File: src/ulc_defs.svh
// constants for the uart line control block
//
// Overview of operation
// - Divisor latch access set maps shared locations to the divisor latches.
// - Force break set holds the serial output low outside loopback; clear restores it.
// - Stick parity with parity on sends a fixed bit equal to even select.
// - Even parity select chooses even parity when set, odd when clear.
// - Stop control sends 1.5 stops for five bits, 2 otherwise; else 1.
// - The receiver checks only the first stop bit of each character.
// - Word length field picks five, six, seven or eight data bits.
// - Input select routes the receiver from the LIN input or pin five.
// - Loopback mode is enabled by input control bit 4; pin held high.
// - Line status is read only and resets to 0x60.
// - Transmit, receive and divisor low share one address.
// - Baud is clock over two to the divider, 16, 2 and divisor.
`ifndef ULC_DEFS_SVH
`define ULC_DEFS_SVH

// register byte addresses
`define ULC_ADDR_DATA 32'hFFFF0700
`define ULC_ADDR_IER 32'hFFFF0704
`define ULC_ADDR_LCR 32'hFFFF070C
`define ULC_ADDR_ICR 32'hFFFF0710
`define ULC_ADDR_STAT 32'hFFFF0714
`define ULC_ADDR_CDIV 32'hFFFF0718

// line control fields
`define ULC_LC_DIVISOR_LATCH_ACCESS 7
`define ULC_LC_BRK 6
// input control fields
`define ULC_IC_SEL_HI 7
`define ULC_IC_SEL_LO 6
`define ULC_IC_LOOP 4
`define ULC_IC_MASK 8'hD0
`define ULC_SEL_LIN 2'h0
`define ULC_SEL_GP5 2'h2
`define ULC_IER_MASK 4'hF

// reset values
`define ULC_LCR_RESET 8'h00
`define ULC_ICR_RESET 8'h00
`define ULC_STAT_RESET 8'h60

// oversampling and stop lengths, in 16x ticks
`define ULC_TICK_LAST 6'h0F
`define ULC_TICK_HALF 4'h7
`define ULC_STOP_ONE 6'h10
`define ULC_STOP_ONEHALF 6'h18
`define ULC_STOP_TWO 6'h20

`endif

File: src/ulc_pkg.sv
// types shared by the uart line control modules
package ulc_pkg;

	// framing fields in line control bit order 5..0
	typedef struct packed
	{
		logic sp;
		logic even_parity_select;
		logic parity_enable;
		logic stb;
		logic [1:0] word_length_select;
	} ulc_frame_t;

	typedef enum logic [2:0]
	{
		ST_IDLE = 3'h0,
		ST_START = 3'h1,
		ST_DATA = 3'h3,
		ST_PAR = 3'h2,
		ST_STOP = 3'h6
	} ulc_st_t;

	// parity bit that goes with a character under a framing
	function automatic logic ulc_parity(input logic [7:0] d,
		input ulc_frame_t c);
		logic [7:0] m;
		m = d;
		unique case (c.word_length_select)
			2'h0: m = d & 8'h1F;
			2'h1: m = d & 8'h3F;
			2'h2: m = d & 8'h7F;
			2'h3: m = d;
		endcase
		if (c.sp)
			return c.even_parity_select;
		return c.even_parity_select ? ^m : ~^m;
	endfunction

endpackage

File: src/ulc_rx_if.sv
// link between the control core and the receiver
`timescale 1ns/1ps
interface ulc_rx_if;
	import ulc_pkg::*;
	logic tick;
	logic rx_in;
	ulc_frame_t cfg;
	logic done;
	logic [7:0] data;
	logic perr;
	logic ferr;
	logic force_break;
	modport ctl (output tick, rx_in, cfg, input done, data, perr, ferr, force_break);
	modport rx (input tick, rx_in, cfg, output done, data, perr, ferr, force_break);
endinterface

File: src/ulc_rx.sv
// serial receiver with 16x oversampling
`timescale 1ns/1ps
`include "ulc_defs.svh"
module ulc_rx
	import ulc_pkg::*;
(
	// clock and reset
	input wire logic hclk,
	input wire logic hresetn,
	// control side
	ulc_rx_if.rx rif
);

	ulc_st_t st_r;
	logic [3:0] cnt_r;
	logic [2:0] idx_r;
	logic [7:0] sh_r;
	logic zero_r;
	ulc_frame_t cfg_r;
	logic done_r;
	logic [7:0] data_r;
	logic perr_r;
	logic ferr_r;
	logic brk_r;
	logic bit_end;
	logic [2:0] last_idx;

	assign bit_end = rif.tick && (cnt_r == `ULC_TICK_LAST);
	assign last_idx = {1'b0, cfg_r.word_length_select} + 3'h4;

	// frame sequencer; framing caught at the start edge
	always_ff @(posedge hclk or negedge hresetn)
	begin
		if (!hresetn)
		begin
			st_r <= ST_IDLE;
			cnt_r <= 4'h0;
			idx_r <= 3'h0;
			sh_r <= 8'h00;
			zero_r <= 1'b0;
			cfg_r <= '0;
		end
		else
		begin
			unique case (st_r)
				ST_IDLE:
					if (!rif.rx_in)
					begin
						st_r <= ST_START;
						cnt_r <= 4'h0;
						cfg_r <= rif.cfg;
					end
				ST_START:
					if (rif.tick)
					begin
						if (cnt_r == `ULC_TICK_HALF)
						begin
							// a glitch shorter than half a bit is dropped
							st_r <= rif.rx_in ? ST_IDLE : ST_DATA;
							cnt_r <= 4'h0;
							idx_r <= 3'h0;
							sh_r <= 8'h00;
							zero_r <= 1'b1;
						end
						else
							cnt_r <= cnt_r + 4'h1;
					end
				ST_DATA:
					if (rif.tick)
					begin
						cnt_r <= cnt_r + 4'h1;
						if (bit_end)
						begin
							sh_r[idx_r] <= rif.rx_in;
							zero_r <= zero_r & ~rif.rx_in;
							idx_r <= idx_r + 3'h1;
							if (idx_r == last_idx)
								st_r <= cfg_r.parity_enable ? ST_PAR : ST_STOP;
						end
					end
				ST_PAR:
					if (rif.tick)
					begin
						cnt_r <= cnt_r + 4'h1;
						if (bit_end)
							st_r <= ST_STOP;
					end
				ST_STOP:
					if (rif.tick)
					begin
						cnt_r <= cnt_r + 4'h1;
						if (bit_end)
							st_r <= ST_IDLE;
					end
				default:
					st_r <= ST_IDLE;
			endcase
		end
	end

	// results: parity judged at its bit, framing on the first stop only
	always_ff @(posedge hclk or negedge hresetn)
	begin
		if (!hresetn)
		begin
			done_r <= 1'b0;
			data_r <= 8'h00;
			perr_r <= 1'b0;
			ferr_r <= 1'b0;
			brk_r <= 1'b0;
		end
		else
		begin
			done_r <= 1'b0;
			if (st_r == ST_START && rif.tick && cnt_r == `ULC_TICK_HALF)
				perr_r <= 1'b0;
			if (st_r == ST_PAR && bit_end)
				perr_r <= rif.rx_in != ulc_parity(sh_r, cfg_r);
			if (st_r == ST_STOP && bit_end)
			begin
				done_r <= 1'b1;
				data_r <= sh_r;
				ferr_r <= !rif.rx_in;
				brk_r <= !rif.rx_in && zero_r;
			end
		end
	end

	assign rif.done = done_r;
	assign rif.data = data_r;
	assign rif.perr = perr_r;
	assign rif.ferr = ferr_r;
	assign rif.force_break = brk_r;

	// one stop bit closes the frame
	chk_rx_one_stop: assert property (@(posedge hclk) disable iff (!hresetn)
		(st_r == ST_STOP && bit_end) |=> (st_r == ST_IDLE && done_r))
		else $error("receiver did not close frame after first stop");

endmodule

File: src/ulc_top.sv
// uart line control core with AHB-Lite register slave
`timescale 1ns/1ps
`include "ulc_defs.svh"
module ulc_top
	import ulc_pkg::*;
(
	// clock and reset
	input wire logic hclk,
	input wire logic hresetn,
	// AHB-Lite slave
	input wire logic hsel,
	input wire logic [31:0] haddr,
	input wire logic [1:0] htrans,
	input wire logic hwrite,
	input wire logic [2:0] hsize,
	input wire logic [31:0] hwdata,
	input wire logic hready,
	output logic hreadyout,
	output logic hresp,
	output logic [31:0] hrdata,
	// serial pins
	input wire logic lin_rxd,
	input wire logic general_pin_five,
	output logic txd
);

	// ****************************************
	// bus slave
	// ****************************************
	logic wr_pend_r;
	logic rd_pend_r;
	logic [31:0] addr_r;
	logic [31:0] hrdata_r;
	logic [7:0] rd_byte;
	logic wr_en;
	logic rd_en;
	logic addr_phase;

	assign addr_phase = hsel && hready && htrans[1];
	assign wr_en = wr_pend_r;
	assign rd_en = rd_pend_r;
	// reads take one wait state so the data come out of a register
	assign hreadyout = !rd_pend_r;
	assign hresp = 1'b0;
	assign hrdata = hrdata_r;

	// address phase capture; hsize is word only and not decoded
	always_ff @(posedge hclk or negedge hresetn)
	begin
		if (!hresetn)
		begin
			wr_pend_r <= 1'b0;
			rd_pend_r <= 1'b0;
			addr_r <= 32'h00000000;
		end
		else
		begin
			wr_pend_r <= addr_phase && hwrite;
			rd_pend_r <= addr_phase && !hwrite;
			if (addr_phase)
				addr_r <= haddr;
		end
	end

	// ****************************************
	// registers
	// ****************************************
	logic [7:0] lcr_r;
	logic [7:0] icr_r;
	logic [7:0] dll_r;
	logic [7:0] dlh_r;
	logic [3:0] ier_r;
	logic [2:0] cdiv_r;
	logic [7:0] thr_r;
	logic thr_full_r;
	logic [7:0] rbr_r;
	logic dr_r;
	logic oe_r;
	logic pe_r;
	logic fe_r;
	logic bi_r;
	logic divisor_latch_access;
	logic loop;
	logic [1:0] in_sel;
	logic [7:0] stat;
	logic temt;
	logic tx_load;
	logic wr_data;
	logic rd_data;
	logic rd_stat;
	ulc_st_t tx_st_r;

	assign divisor_latch_access = lcr_r[`ULC_LC_DIVISOR_LATCH_ACCESS];
	assign loop = icr_r[`ULC_IC_LOOP];
	assign in_sel = icr_r[`ULC_IC_SEL_HI:`ULC_IC_SEL_LO];
	assign temt = !thr_full_r && tx_st_r == ST_IDLE;
	assign stat = {1'b0, temt, !thr_full_r, bi_r, fe_r, pe_r, oe_r, dr_r};
	assign wr_data = wr_en && addr_r == `ULC_ADDR_DATA && !divisor_latch_access;
	assign rd_data = rd_en && addr_r == `ULC_ADDR_DATA && !divisor_latch_access;
	assign rd_stat = rd_en && addr_r == `ULC_ADDR_STAT;

	// software written configuration
	always_ff @(posedge hclk or negedge hresetn)
	begin
		if (!hresetn)
		begin
			lcr_r <= `ULC_LCR_RESET;
			icr_r <= `ULC_ICR_RESET;
			dll_r <= 8'h00;
			dlh_r <= 8'h00;
			ier_r <= 4'h0;
			cdiv_r <= 3'h0;
		end
		else if (wr_en)
		begin
			unique case (addr_r)
				`ULC_ADDR_DATA:
					if (divisor_latch_access)
						dll_r <= hwdata[7:0];
				`ULC_ADDR_IER:
					if (divisor_latch_access)
						dlh_r <= hwdata[7:0];
					else
						ier_r <= hwdata[3:0] & `ULC_IER_MASK;
				`ULC_ADDR_LCR: lcr_r <= hwdata[7:0];
				`ULC_ADDR_ICR: icr_r <= hwdata[7:0] & `ULC_IC_MASK;
				`ULC_ADDR_CDIV: cdiv_r <= hwdata[2:0];
				default: ; // status and unmapped writes fall away
			endcase
		end
	end

	// transmit holding: a new character wins over the consume
	always_ff @(posedge hclk or negedge hresetn)
	begin
		if (!hresetn)
		begin
			thr_r <= 8'h00;
			thr_full_r <= 1'b0;
		end
		else if (wr_data)
		begin
			thr_r <= hwdata[7:0];
			thr_full_r <= 1'b1;
		end
		else if (tx_load)
			thr_full_r <= 1'b0;
	end

	ulc_rx_if rif ();

	// receive holding and line status; a setting event wins over a clear
	always_ff @(posedge hclk or negedge hresetn)
	begin
		if (!hresetn)
		begin
			rbr_r <= 8'h00;
			dr_r <= 1'b0;
			oe_r <= 1'b0;
			pe_r <= 1'b0;
			fe_r <= 1'b0;
			bi_r <= 1'b0;
		end
		else
		begin
			if (rif.done)
				rbr_r <= rif.data;
			if (rif.done)
				dr_r <= 1'b1;
			else if (rd_data)
				dr_r <= 1'b0;
			if (rif.done && dr_r && !rd_data)
				oe_r <= 1'b1;
			else if (rd_stat)
				oe_r <= 1'b0;
			if (rif.done && rif.perr)
				pe_r <= 1'b1;
			else if (rd_stat)
				pe_r <= 1'b0;
			if (rif.done && rif.ferr)
				fe_r <= 1'b1;
			else if (rd_stat)
				fe_r <= 1'b0;
			if (rif.done && rif.force_break)
				bi_r <= 1'b1;
			else if (rd_stat)
				bi_r <= 1'b0;
		end
	end

	// read mux, banked by divisor latch access
	always_comb
	begin
		rd_byte = 8'h00;
		unique case (addr_r)
			`ULC_ADDR_DATA: rd_byte = divisor_latch_access ? dll_r : rbr_r;
			`ULC_ADDR_IER: rd_byte = divisor_latch_access ? dlh_r : {4'h0, ier_r};
			`ULC_ADDR_LCR: rd_byte = lcr_r;
			`ULC_ADDR_ICR: rd_byte = icr_r;
			`ULC_ADDR_STAT: rd_byte = stat;
			`ULC_ADDR_CDIV: rd_byte = {5'h00, cdiv_r};
			default: rd_byte = 8'h00;
		endcase
	end

	always_ff @(posedge hclk or negedge hresetn)
	begin
		if (!hresetn)
			hrdata_r <= 32'h00000000;
		else if (rd_en)
			hrdata_r <= {24'h000000, rd_byte};
	end

	// ****************************************
	// baud tick at 16x the bit rate
	// ****************************************
	logic [23:0] div_cnt_r;
	logic [23:0] div_reload;
	logic [15:0] dl;
	logic tick;

	// a zero divisor would stall the line, so it counts as one
	assign dl = ({dlh_r, dll_r} == 16'h0000) ? 16'h0001 : {dlh_r, dll_r};
	assign div_reload = (({8'h00, dl} << cdiv_r) << 1) - 24'h000001;
	assign tick = div_cnt_r == 24'h000000;

	always_ff @(posedge hclk or negedge hresetn)
	begin
		if (!hresetn)
			div_cnt_r <= 24'h000000;
		else if (tick)
			div_cnt_r <= div_reload;
		else
			div_cnt_r <= div_cnt_r - 24'h000001;
	end

	// ****************************************
	// transmitter
	// ****************************************
	logic [5:0] tx_cnt_r;
	logic [2:0] tx_idx_r;
	logic [7:0] tx_sh_r;
	ulc_frame_t tx_cfg_r;
	logic tx_par_r;
	logic tx_ser_r;
	logic [5:0] stop_len_r;
	logic [5:0] stop_len;
	logic tx_bit_end;
	ulc_frame_t lcr_frame;

	assign lcr_frame = lcr_r[5:0];
	assign tx_load = tx_st_r == ST_IDLE && thr_full_r;
	assign tx_bit_end = tick && tx_cnt_r == `ULC_TICK_LAST;
	assign stop_len = !lcr_frame.stb ? `ULC_STOP_ONE :
		(lcr_frame.word_length_select == 2'h0 ? `ULC_STOP_ONEHALF : `ULC_STOP_TWO);

	// character sequencer; framing is latched per character
	always_ff @(posedge hclk or negedge hresetn)
	begin
		if (!hresetn)
		begin
			tx_st_r <= ST_IDLE;
			tx_cnt_r <= 6'h00;
			tx_idx_r <= 3'h0;
			tx_sh_r <= 8'h00;
			tx_cfg_r <= '0;
			tx_par_r <= 1'b0;
			tx_ser_r <= 1'b1;
			stop_len_r <= `ULC_STOP_ONE;
		end
		else
		begin
			if (tick)
				tx_cnt_r <= tx_cnt_r + 6'h01;
			unique case (tx_st_r)
				ST_IDLE:
					if (thr_full_r)
					begin
						tx_st_r <= ST_START;
						tx_cnt_r <= 6'h00;
						tx_sh_r <= thr_r;
						tx_cfg_r <= lcr_frame;
						tx_par_r <= ulc_parity(thr_r, lcr_frame);
						stop_len_r <= stop_len;
						tx_ser_r <= 1'b0;
					end
				ST_START:
					if (tx_bit_end)
					begin
						tx_st_r <= ST_DATA;
						tx_cnt_r <= 6'h00;
						tx_idx_r <= 3'h0;
						tx_ser_r <= tx_sh_r[0];
					end
				ST_DATA:
					if (tx_bit_end)
					begin
						tx_cnt_r <= 6'h00;
						tx_idx_r <= tx_idx_r + 3'h1;
						tx_sh_r <= {1'b0, tx_sh_r[7:1]};
						tx_ser_r <= tx_sh_r[1];
						// last data bit set by word length
						if (tx_idx_r == {1'b0, tx_cfg_r.word_length_select} + 3'h4)
						begin
							tx_st_r <= tx_cfg_r.parity_enable ? ST_PAR : ST_STOP;
							tx_ser_r <= tx_cfg_r.parity_enable ? tx_par_r : 1'b1;
						end
					end
				ST_PAR:
					if (tx_bit_end)
					begin
						tx_st_r <= ST_STOP;
						tx_cnt_r <= 6'h00;
						tx_ser_r <= 1'b1;
					end
				ST_STOP:
					if (tick && tx_cnt_r == stop_len_r - 6'h01)
						tx_st_r <= ST_IDLE;
				default:
					tx_st_r <= ST_IDLE;
			endcase
		end
	end

	// ****************************************
	// pins and receive routing
	// ****************************************
	logic [1:0] pin_s1_r;
	logic [1:0] pin_s2_r;
	logic [1:0] pins;
	logic ext_rx;
	logic int_line;
	logic txd_r;

	assign pins = {general_pin_five, lin_rxd};

	genvar gi;
	generate
		for (gi = 0; gi < 2; gi++)
		begin : g_sync
			// two stages against metastability on the pins
			always_ff @(posedge hclk or negedge hresetn)
			begin
				if (!hresetn)
				begin
					pin_s1_r[gi] <= 1'b1;
					pin_s2_r[gi] <= 1'b1;
				end
				else
				begin
					pin_s1_r[gi] <= pins[gi];
					pin_s2_r[gi] <= pin_s1_r[gi];
				end
			end
		end
	endgenerate

	// reserved select codes leave the receiver idle
	assign ext_rx = in_sel == `ULC_SEL_LIN ? pin_s2_r[0] :
		(in_sel == `ULC_SEL_GP5 ? pin_s2_r[1] : 1'b1);
	assign int_line = lcr_r[`ULC_LC_BRK] ? 1'b0 : tx_ser_r;
	assign rif.rx_in = loop ? int_line : ext_rx;
	assign rif.tick = tick;
	assign rif.cfg = lcr_frame;

	// loopback parks the pin high, break forces it low
	always_ff @(posedge hclk or negedge hresetn)
	begin
		if (!hresetn)
			txd_r <= 1'b1;
		else
			txd_r <= loop ? 1'b1 : int_line;
	end
	assign txd = txd_r;

	ulc_rx ulc_rx_inst
	(
		.hclk(hclk),
		.hresetn(hresetn),
		.rif(rif)
	);

	// ****************************************
	// checks
	// ****************************************
	chk_break_pin: assert property (@(posedge hclk) disable iff (!hresetn)
		($past(lcr_r[`ULC_LC_BRK]) && !$past(loop)) |-> !txd)
		else $error("break did not hold the pin low");
	chk_loop_pin: assert property (@(posedge hclk) disable iff (!hresetn)
		$past(loop) |-> txd)
		else $error("loopback did not hold the pin high");
	chk_status_reset: assert property (@(posedge hclk)
		$rose(hresetn) |-> stat == `ULC_STAT_RESET)
		else $error("line status reset value wrong");
	chk_div_route: assert property (@(posedge hclk) disable iff (!hresetn)
		(wr_en && divisor_latch_access && addr_r == `ULC_ADDR_DATA)
		|=> (dll_r == $past(hwdata[7:0]) && $stable(thr_r)))
		else $error("divisor low not reached under latch access");
	chk_thr_route: assert property (@(posedge hclk) disable iff (!hresetn)
		(wr_en && !divisor_latch_access && addr_r == `ULC_ADDR_DATA)
		|=> (thr_full_r && $stable(dll_r)))
		else $error("transmit holding not reached");
	chk_stick_par: assert property (@(posedge hclk) disable iff (!hresetn)
		(tx_st_r == ST_PAR && tx_cfg_r.sp) |-> tx_ser_r == tx_cfg_r.even_parity_select)
		else $error("stick parity value wrong");
	chk_stop_len: assert property (@(posedge hclk) disable iff (!hresetn)
		(tx_st_r == ST_STOP && $past(tx_st_r) != ST_STOP) |-> stop_len_r ==
		(!tx_cfg_r.stb ? `ULC_STOP_ONE : (tx_cfg_r.word_length_select == 2'h0 ?
		`ULC_STOP_ONEHALF : `ULC_STOP_TWO)))
		else $error("stop length does not match framing");
	chk_cfg_hold: assert property (@(posedge hclk) disable iff (!hresetn)
		(tx_st_r != ST_IDLE && $past(tx_st_r) != ST_IDLE) |-> $stable(tx_cfg_r))
		else $error("framing changed inside a character");
	chk_pen_skip: assert property (@(posedge hclk) disable iff (!hresetn)
		(tx_st_r == ST_DATA && !tx_cfg_r.parity_enable) |=> tx_st_r != ST_PAR)
		else $error("parity sent while disabled");
	chk_rx_mux: assert property (@(posedge hclk) disable iff (!hresetn)
		(!loop && in_sel == `ULC_SEL_LIN && $past(hresetn, 2))
		|-> rif.rx_in == $past(lin_rxd, 2))
		else $error("receiver not fed from LIN input");
	chk_loop_feed: assert property (@(posedge hclk) disable iff (!hresetn)
		(loop && tx_st_r == ST_START) |-> !rif.rx_in)
		else $error("start bit not looped back");

endmodule

File: config.mk
export PLATFORM = sky130hd
export DESIGN_NAME = ulc_top
export DESIGN_NICKNAME = d
export VERILOG_FILES = /design/src/ulc_pkg.sv /design/src/ulc_rx_if.sv /design/src/ulc_rx.sv /design/src/ulc_top.sv
export VERILOG_INCLUDE_DIRS = /design/src /design/src/src
export SDC_FILE = /design/constraint.sdc
export NUM_CORES = 1
export LEC_CHECK = 0
export BUFFER_PORTS_ARGS = -buffer_cell sky130_fd_sc_hd__buf_2
export CAP_MARGIN = 10
export CORE_ASPECT_RATIO = 0.8
export CORE_MARGIN = 2
export CORE_UTILIZATION = 45
export CTS_CLUSTER_SIZE = 30
export DETAILED_ROUTE_END_ITERATION = 8
export PLACE_DENSITY = 0.72
export SLEW_MARGIN = 20
export SYNTH_ARGS = -nofsm -noshare
export SYNTH_HDL_FRONTEND = slang
export SYNTH_SLANG_ARGS = --single-unit
File: constraint.sdc
create_clock -name hclk -period 7.7 [get_ports hclk]
set_clock_uncertainty 0.2 [all_clocks]
set_input_delay 0 -clock hclk [delete_from_list [all_inputs] [get_ports hclk]]
set_output_delay 0 -clock hclk [all_outputs]
set_load 0.01 [all_outputs]
Yosys cells after proc, flatten, opt, wreduce, memory -nomap -nowiden
Cells that the tools add are included.
Word-level totals
  output and inout port bits: 35
  logic and storage cells: 280
  register bits: 194
  input port bits: 76
Cells by class
  bitwise operators: 3
  reduce and logical (&&, ||, !) cells: 71
  $add $sub $neg: 9
  equality and inequality tests: 45
  multiplexer cells: 102
  shift-type cells: 1
  magnitude comparators: 2
Operator list (number)
  == test 32 bit (second input constant): 6
  two-way mux 8 bit: 11
  two-way mux 3 bit: 24
  one-hot mux 8 bit (4 select lines): 2
  one-hot mux 8 bit (6 select lines): 1
  subtractor 24 x 1 -> 24 bit (second input constant): 2
  two-way mux 1 bit: 40
  one-hot mux 8 bit (2 select lines): 2
  two-way mux 6 bit: 5
  one-hot mux 3 bit (5 select lines): 2
  logical AND 1 bit: 25
  logical NOT 24 bit: 1
  two-way mux 24 bit: 1
  << shifter 16 x 3 -> 23 bit: 1
  != test 2 bit (second input constant): 11
  nonzero test 2 bit: 10
  logical NOT 16 bit: 1
  two-way mux 16 bit: 1
  two-way mux 4 bit: 4
  XNOR reduction 8 bit: 2
  XOR reduction 8 bit: 2
  AND reduction 3 bit: 5
  == test 3 x 2 -> 1 bit (second input constant): 4
  != test 2 x 1 -> 1 bit (second input constant): 6
  other kinds (38): 64

Depth between registers and ports, before layout
Gate-level depths: netlist (run 1).
  depth after elaboration: 10
  depth in mapped cells: 12
  mapped depth without buffers: 10

Hierarchy
A second synthesis (run 1) with hierarchy kept.
Second synthesis, totals
  cell total of the unflattened synthesis: 977
  area total of the unflattened synthesis: 10435.0 um^2
Modules (own cells, without submodules)
  ulc_top: times used 1, cells each 787, area each 8582.0 um^2
  ulc_rx: times used 1, cells each 190, area each 1853.0 um^2

Worst setup path before layout (run 1)
Ideal clock, no wire load.
  path type: register to register
  start: reg div_cnt_r[2]
  end: reg div_cnt_r[19]
  setup time: 0.122 ns
  buffers on the path: 1
  clock period less this slack: 2.954 ns
  data required time: 7.378 ns
  data arrival time: 2.632 ns
  path slack: 4.746 ns
  cell stages (with the launch flop): 9
  cell sequence: dfrtp_1 -> or4_1 -> or4_4 -> buf_6 -> or3_4 -> or4_4 -> xnor2_2 -> nor2_1 -> nor3_2
Between the ends
  cells in the longest elaborated chain, start to end: 2
  elaborated cells between the ends (all ways): 3
Ends and longest elaborated chain
  start: declaration: line ulc_top.sv:217  | logic [23:0] div_cnt_r;
  start signal: assignment: line ulc_top.sv:232  | div_cnt_r <= div_reload;
  start signal: assignment: line ulc_top.sv:234  | div_cnt_r <= div_cnt_r - 24'h000001;
  subtractor 24 x 1 -> 24 bit or logical NOT 24 bit (tied branches): line ulc_top.sv:234, ulc_top.sv:225
  two-way mux 24 bit *: line ulc_top.sv:231  | else if (tick)
Mark *: on every way between the ends. The rest lies on a longest branch, timed or not.
A chain may end at the register's enable or synchronous reset.

Final worst setup path (run 1)
  start: reg cdiv_r[1]
  end: reg div_cnt_r[16]
Between the ends
  cells in the longest elaborated chain, start to end: 3
Ends and longest elaborated chain
  start: declaration: line ulc_top.sv:73  | logic [2:0] cdiv_r;
  start signal: assignment: line ulc_top.sv:127  | `ULC_ADDR_CDIV: cdiv_r <= hwdata[2:0];
  << shifter 16 x 3 -> 23 bit: line ulc_top.sv:224  | assign div_reload = (({8'h00, dl} << cdiv_r) << 1) - 24'h000001;
  subtractor 24 x 1 -> 24 bit: line ulc_top.sv:224
  two-way mux 24 bit: line ulc_top.sv:231
No other way between the ends.

==> run metrics, run 1 <==
Worst path max stage delay 1010 ps; Num CTS Buffers 17; final setup fails 0; Worst Path Max Fanout 29; RSZ-0062 raised after global routing false; Main synth FF type dfrtp_1; Starting Density 0.455; max cap viols 0; Lkg Pwr 5.29 nW; Synth Area in Simple Gates 0.172; XOR/XNOR share of the synthesized area 0.0447; biggest regs addr_r: 32 flops, div_cnt_r: 24 flops; share of cells above drive strength 1 0.227; Via density approximately 5.7; Crit path max-delay family simple AND/OR/NAND/NOR gates; pwr dens 194 mW/mm^2; worst slew pin tran ~1000 ps; detailed-route wire length around 26000 um; register bank with the most flops addr_r; crit-path cells inv_1 > o21ai_0 > o22ai_1 > nor4_2 > a311oi_1 > nor3_1; Tmin final 3870 ps; Ys Warns 0; I/O Pins 111; Synth Area per Inst 10.3 um^2; core area 0.0232 mm^2; status complete, but fails checks; total number of vias between 8k and 9k; Worst Hold Slack -22.5 ps; Syn-to-layout area delta 14.6%; TNS Setup 0 ps; grt met2 use 0.316; Arr. time, crit path 4030 ps; die width 175 um; 1st-pass router iterations 6; overall routing resource usage 0.210; reg2reg path depth 6; CTS hold repair buffers 49; fin nets 1187; worst skew pair latency ~450 ps; met3 Use GR 0.0394; die area between 0.02 and 0.025 mm^2; Final period util 0.502; RD Place Congestion approximately 0.9; post-CTS sizing 0; layer with the highest usage met2; Slew Limit Headroom 0.328; Site Rows 50; design area 0.0121 mm^2; Fin. Hold Viols 8; Critical Path Start cdiv_r[1]; largest family of logic cells by synthesized area simple AND/OR/NAND/NOR gates; CTS Root Cell clkbuf_16; Worst VDD drop 0.000131 V; Antenna Nets Post-Route 0; failing checks hold timing; CTS tree done; largest net degree at the start of global routing around 120; grt total ovfl 0; initial DRC count 715; CTS Buffer Depth 2; worst r2r src cdiv_r[1]; max reg flops 32; clock sinks 191; Post-CTS Setup Inserts 0; die height 141 um; max-slew violations 0; Gate Count Post-Synth 1028; first-pass GRT wire length between 40000 and 50000 um; initial antenna violation count 0; Min-Delay Path Class input port to asynchronous set/reset pin; data required time of the critical path approximately 7900 ps; RR Endpoint div_cnt_r[16]; # DRC 0; crit start category flip-flop; CP endpoint kind flip-flop; routed length per instance ~18 um; H-tree depth 4; routing usage on met1 0.308; area fraction in compound gates after synthesis 0.117; CP max stage cell dfrtp_1; Detailed Place HPWL 16900 um; Post-synth EDFFs 0; sequential share of the synthesized area 0.453; CTS clk-pin slew, worst paths 80 ps; Buf+Inv Stages, Crit Path 1; dpl cell area 0.0110 mm^2; Max Fclk 0.258 GHz; Async S/R FF share, synth 1.00; vias in the first global route 7845; Fillers between 2k and 2.5k; port bufs between 50 and 60; critical path class flip-flop to flip-flop; R2R setup slack 3830 ps; flops & latches, synth 191; Synth cell types 82; post-synthesis mux area share 0.158; post-synthesis adder-cell area fraction 0.00829; synthesized area 0.0106 mm^2
[cell usage in the layout, fill, tap and decap left out, drive strengths merged, types with 6 or more instances in the layout]
cell type,count
a22o,6
mux2i,29
and3,11
and4,6
mux2,116
xnor2,36
ha,7
dfrtp,184
a31oi,18
nor4,16
nor3,28
or3,6
inv,29
nand4,12
a221oi,6
or4,14
a211oi,9
nand2b,10
clkbuf,18
nand2,86
conb,25
nor2,86
a21oi,43
nand3,29
o21ai,35
dlygate4sd3,49
and2,6
buf,65
dfstp,7
xor2,17
o31ai,9
o2bb2ai,6
o22ai,11
[power by group]
part / switching (mW) / total [mW] / internal, mW
combinational: 0.144 / 0.278 / 0.134
clock: 0.475 / 0.928 / 0.453
sequential: 0.0745 / 1.15 / 1.07
[worst register-to-register path: cells and delay by family, from the launching register on]
kind	cells	cell delay [ps]
AO/OA/AOI/OAI	3	910
buffers and inverters	1	520
flip-flops	1	1010
AND/OR/NAND/NOR	2	1140
[synthesized netlist by cell type (all sizes together), types with 14 or more instances]
cell	count	share of area
nor3	28	0.014
mux2	116	0.12
nand3	29	0.014
xor2	17	0.014
o21ai	35	0.017
nor2	86	0.031
xnor2	36	0.031
nor4	16	0.013
dfrtp	184	0.44
a21oi	43	0.020
nand2	86	0.031
clkbuf	46	0.016
a31oi	18	0.011
or4	14	0.011
mux2i	29	0.027
buf	36	0.024
inv	19	0.0068
[logic make-up after synthesis]
logic type | count (synthesis)
adder cells (fa/ha/maj) | 7
multiplexers | 148
flip-flops | 191
AND/OR/NAND/NOR | 341
AO/OA/AOI/OAI | 185
buffers and inverters | 102
XOR/XNOR | 53
other | 1
[per-layer routing]
layer | wire length (um) | up-vias
li1 | - | 3839
met5 | 0 | -
met3 | 1570 | 28
met4 | 418 | 0
met2 | 11400 | 264
met1 | 12100 | 4059
[stage by stage]
stage | util | setup WS (ps) | hold WS [ps] | total power [mW] | std cells
after global routing | 0.521 | 3580 | 107 | 2.44 | 1429
after global placement | 0.473 | 3980 | -94.9 | 1.40 | 1348
final | 0.521 | 3830 | -22.5 | 2.35 | 1430
after floorplan | - | 4750 | -496 | 1.33 | 1052
after CTS | 0.521 | 3930 | 80.7 | 2.36 | 1429
after detailed placement | 0.473 | 3950 | -88.1 | 1.41 | 1348
[final cells by class]
cell class	instances	area [um^2]	share of cell area
Multi-Input combinational cell	759	5370	0.444
Sequential cell	191	4790	0.396
Timing Repair Buffer	115	852	0.0704
Clock buffer	17	425	0.0352
Tap cell	312	390	0.0323
Clock inverter	15	200	0.0165
Inverter	20	75.1	0.00620
Antenna cell	1	2.50	0.000207
[how the worst max path moves through the flow]
stage / depth (start not counted) / end
2_1_floorplan: 8 / div_cnt_r[19]
3_3_place_gp: 7 / div_cnt_r[21]
3_5_place_dp: 6 / div_cnt_r[16]
4_1_cts: 7 / div_cnt_r[21]
5_1_grt: 6 / div_cnt_r[16]
6_report: 6 / div_cnt_r[16]
No activity file was read; power rests on OpenSTA's default activity.
==> run 2, diff against run 1 <==
==> constraint.sdc (replaced) <==
create_clock -name hclk -period 4 [get_ports hclk]
set_clock_uncertainty 0.2 [all_clocks]
set_input_delay 0 -clock hclk [delete_from_list [all_inputs] [get_ports hclk]]
set_output_delay 0 -clock hclk [all_outputs]
set_load 0.01 [all_outputs]
==> run 2 against run 1 <==
Compared with the run above: routed wire length is 0.94% lower; highest routed layer unchanged; worst setup slack worse by 3200 ps; register-to-register slack worse by 3200 ps; clock power is 91% higher; sequential cell count stayed put; via count is 0.74% lower; the run now ends clean; largest power group unchanged; global-route usage is 0.25 points higher; die area stayed put; sequential share of layout area is 0.22 points lower; combinational power is 95% higher.
==> run metrics, run 2 (synthesis gave the netlist of run 1 again) <==
reg2reg path depth 7; Worst VDD drop 0.000240 V; routed length per instance around 18 um; Fillers 2023; max reg flops 32; Post-CTS Setup Inserts 0; crit-path cells mux4_2 > mux2_2 > a41oi_1 > o21a_1 > and4_1 > a41oi_1 > o31a_1; antenna diode count 0; Min-Delay Path Class input port to asynchronous set/reset pin; Via density 5.65; CTS Root Cell clkbuf_16; data required time of the critical path 4130 ps; detailed-route wire length 25300 um; RR Endpoint div_cnt_r[21]; Lkg Pwr 5.33 nW; I/O Pins 111; H-tree depth 4; Top cell by count, worst path a41oi_1; Starting Density 0.455; grt total ovfl 0; overall routing resource usage 0.212; register bank with the most flops addr_r; critical path class flip-flop to flip-flop; die width around 180 um; total number of vias around 8.1k; core area 0.0232 mm^2; clock sinks 191; Arr. time, crit path roughly 3500 ps; die area 0.0247 mm^2; commonest non-fill, non-tap cell in the layout dfrtp_1; die height 141 um; largest net degree at the start of global routing 124; initial DRC count about 650; Worst path max stage delay 650 ps; Tmin final 3400 ps; first-pass GRT wire length 41800 um; CP max stage cell dfrtp_1; CTS Buffer Depth 2; worst r2r src cdiv_r[1]; final setup fails 0; Buf+Inv Stages, Crit Path 0; CTS clk-pin slew, worst paths 90 ps; Max Fclk 0.294 GHz; design area 0.0122 mm^2; fin nets around 1.2k; max cap viols 0; placed insts between 1k and 1.5k; CTS tree done; pwr dens about 370 mW/mm^2; most frequent cells in the layout 184 x dfrtp_1, 116 x mux2_2, 86 x nand2_1; Num CTS Buffers 17; dpl cell area 0.0111 mm^2; biggest regs addr_r: 32 flops, div_cnt_r: 24 flops; Site Rows 50; Final period util 0.850; crit start category flip-flop; RSZ-0062 raised after global routing false; Syn-to-layout area delta 15.2%; Slew Limit Headroom 0.343; TNS Setup 0 ps; Pwr Total 4.52 mW; Worst Path Max Fanout 12; 1st-pass router iterations 5; post-CTS sizing 0; worst slew pin tran 985 ps; Detailed Place HPWL 17400 um; Crit path max-delay family compound AO/OA/AOI/OAI gates; port bufs 57; Fin. Hold Viols 0; vias in the first global route a little under 8k; CP endpoint kind flip-flop; share of cells above drive strength 1 0.234; RD Place Congestion 0.902; CP Depth 7; R2R setup slack between 500 and 600 ps; CTS hold repair buffers 49; initial antenna violation count 0; status complete, no violations; Antenna Nets Post-Route 0; worst skew pair latency 450 ps; max-slew violations 0; Final Instance Count excl. Fillers between 1k and 1.5k; # DRC 0
[run 2: changes by cell type in the layout (fill, tap and decap cells not counted), sizes merged]
| cell | change |
|---|---|
| clkinvlp | -1 |
| buf | +9 |
| diode | -1 |
| inv | -1 |
| clkinv | +2 |
[run 2: layout make-up]
type,count,area (um^2),area share
multi-input cells,759,5370,0.441
flip-flops and latches,191,4790,0.394
repair buffers,124,920,0.0756
clock buffers,17,425,0.0350
well taps,312,390,0.0321
clock inverters,15,201,0.0166
inverters,20,75.1,0.00617
[run 2: how the worst max path moves through the flow]
stage                   from                       to
2_1_floorplan   div_cnt_r[2]            div_cnt_r[19]
3_3_place_gp   div_cnt_r[19]  ulc_rx_inst.rif.data[6]
3_5_place_dp       cdiv_r[1]            div_cnt_r[21]
4_1_cts            cdiv_r[1]            div_cnt_r[21]
5_1_grt         div_cnt_r[2]  ulc_rx_inst.rif.data[2]
6_report           cdiv_r[1]            div_cnt_r[21]
[run 2: per-stage QoR]
step                hold WS (ps)   util  worst slack, ps
floorplan                   -496      -             1050
global placement           -95.2  0.476              735
detailed placement         -93.9  0.476              653
CTS                         84.1  0.524              641
global route                 122  0.524              406
finish                      8.52  0.524              599
[run 2: metal layers]
layer,share of wire,up-vias,GRT usage,routed length [um]
met2,0.45,226,0.324,11300
met3,0.056,21,0.0426,1420
li1,-,3874,-,-
met1,0.48,4008,0.311,12300
met5,0,-,0,0
met4,0.013,0,0.0518,328
[run 2: power by group]
group          total (mW)  internal [mW]  switching, mW
clock                1.77          0.870          0.897
combinational       0.543          0.263          0.280
sequential           2.21           2.06          0.147
total                4.52           3.20           1.32
==> run 3, diff against run 2 <==
==> constraint.sdc (replaced) <==
create_clock -name hclk -period 3.8 [get_ports hclk]
set_clock_uncertainty 0.2 [all_clocks]
set_input_delay 0 -clock hclk [delete_from_list [all_inputs] [get_ports hclk]]
set_output_delay 0 -clock hclk [all_outputs]
set_load 0.01 [all_outputs]
==> run 3 against run 2 <==
Compared with the run above: combinational power grew 5.9%; core utilization is 0.13 points higher; final cell count grew 0.28%; critical path type unchanged; critical endpoint is now div_cnt_r[23].
==> run metrics, run 3 (synthesis gave the netlist of run 1 again) <==
share of cells above drive strength 1 0.236; Antenna Nets Post-Route 0; uppermost layer routed met4; Detailed Place HPWL 17300 um; most frequent cells in the layout 184 x dfrtp_1, 116 x mux2_2, 86 x nand2_1; CTS tree done; worst skew pair latency approximately 440 ps; dpl cell area 0.0111 mm^2; commonest non-fill, non-tap cell in the layout dfrtp_1; DRT met1 WL 12300 um; clock sinks 191; Syn-to-layout area delta 15.5%; Tmin final 3320 ps; Arr. time, crit path 3450 ps; met3 routed WL 1600 um; crit-path cells or4_1 > nor4_4 > a21oi_1 > nor2_1 > nand2_1 > ha_1 > o211ai_1 > nor4_1 > buf_4 > and3_1 > a211oi_1; antenna diode count 0; register share of total power 0.493; Fin. Hold Viols 0; RD Place Congestion 0.916; largest net degree at the start of global routing 112; worst setup margin 480 ps; TNS Setup 0 ps; Clk pwr share 0.385; Num CTS Buffers 17; pwr dens 386 mW/mm^2; RSZ-0062 raised after global routing false; max reg flops 32; DR WL met2 11100 um; max-slew violations 0; crit start category flip-flop; Worst VDD drop 0.000277 V; routed length per instance 17.7 um; Min-Delay Path Class input port to asynchronous set/reset pin; Net Sw Power 1.36 mW; I/O Pins 111; die area around 0.025 mm^2; first-pass GRT wire length 42300 um; CTS Root Cell clkbuf_16; Via density 5.70; Final period util 0.874; worst slew pin tran around 890 ps; grt total ovfl 0; Buf+Inv Stages, Crit Path 1; Site Rows 50; final core occ 0.526; core area 0.0232 mm^2; data required time of the critical path 3930 ps; Post-CTS Setup Inserts 0; status complete, no violations; Logic pwr share 0.122; register bank with the most flops addr_r; critical path class flip-flop to flip-flop; Pwr Total 4.71 mW; Cell Int Power 3.35 mW; CTS clk-pin slew, worst paths 80 ps; initial DRC count around 770; total number of vias 8224; CP endpoint kind flip-flop; port bufs 57; Max Fclk 0.301 GHz; max cap viols 0; 1st-pass router iterations 5; overall routing resource usage 0.214; Worst path max stage delay roughly 590 ps; Worst Path Max Fanout 12; design area 0.0122 mm^2; post-CTS sizing 0; switching part of the total 0.289; Crit path max-delay family simple AND/OR/NAND/NOR gates; Starting Density 0.455; biggest regs addr_r: 32 flops, div_cnt_r: 24 flops; CP max stage cell or4_1; vias in the first global route slightly below 8k; H-tree depth 4; final setup fails 0; die width between 150 and 200 um; fin nets between 1k and 1.5k; Place WS approximately 530 ps; initial antenna violation count 0; detailed-route wire length 25500 um; # DRC 0; die height 141 um; Slew Limit Headroom 0.406; Lkg Pwr 5.35 nW; CTS Buffer Depth 2
-- run 3: cell count changes in the layout (fill, tap and decap cells not counted) --
| cell | change |
|---|---|
| buf_12 | +1 |
| clkinv_4 | -1 |
| clkinv_8 | +3 |
| inv_6 | +3 |
| clkinv_2 | +1 |
| inv_8 | -3 |
| buf_4 | +3 |
| inv_12 | -3 |
-- run 3: timing repair --
action,in CTS,in global routing
endpoints found under the hold margin,187,0
setup endpoints to repair,0,0
hold buffers,49,0
-- run 3: power by group through the flow --
stage / Sequential [mW] / Combinational, mW / Clock, mW
floorplan: 2.29 / 0.404 / 0
global placement: 2.35 / 0.512 / 0
detailed placement: 2.35 / 0.523 / 0
CTS: 2.31 / 0.566 / 1.85
global route: 2.34 / 0.636 / 1.93
finish: 2.32 / 0.575 / 1.81
-- run 3: final timing paths --
check                             from       endpoint  slack [ps]  depth (start not counted)
min in group hclk            haddr[28]     addr_r[28]         130                          3
setup / recovery              dll_r[3]  div_cnt_r[23]         480                         11
hold / removal                 hresetn     addr_r[23]          20                          2
max in group asynchronous      hresetn            txd        2440                          3
hold reg to reg            pin_s1_r[1]    pin_s2_r[1]         160                          0
setup reg to reg              dll_r[3]  div_cnt_r[23]         480                         11
-- run 3: metrics by stage --
stage / std cells / hold slack, ps
floorplan: 1052 / -496
global placement: 1361 / -94.8
detailed placement: 1361 / -93.5
CTS: 1442 / 68.3
global route: 1442 / 92.3
finish: 1442 / 19.5
-- run 3: routing by layer --
metal  vias to the layer above  GRT usage
met2                       268      0.311
met3                        36     0.0461
met1                      4046      0.318
met5                         -          0
li1                       3874          -
met4                         0     0.0640
-- run 3: worst reg2reg max path, delay by kind of cell (launching register included) --
| family | cells | cell delay, ps |
|---|---|---|
| AND/OR/NAND/NOR | 6 | 1530 |
| buffers and inverters | 1 | 210 |
| adder cells (fa/ha/maj) | 1 | 240 |
| AO/OA/AOI/OAI | 3 | 600 |
| flip-flops | 1 | 450 |
-- run 3: layout make-up --
class / count / area [um^2]
tap: 312 / 390
clock buffer: 17 / 425
multi-input combinational: 759 / 5370
inverter: 20 / 75.1
fill: 2005 / 11000
sequential: 191 / 4790
clock inverter: 15 / 190
timing repair buffer: 128 / 962
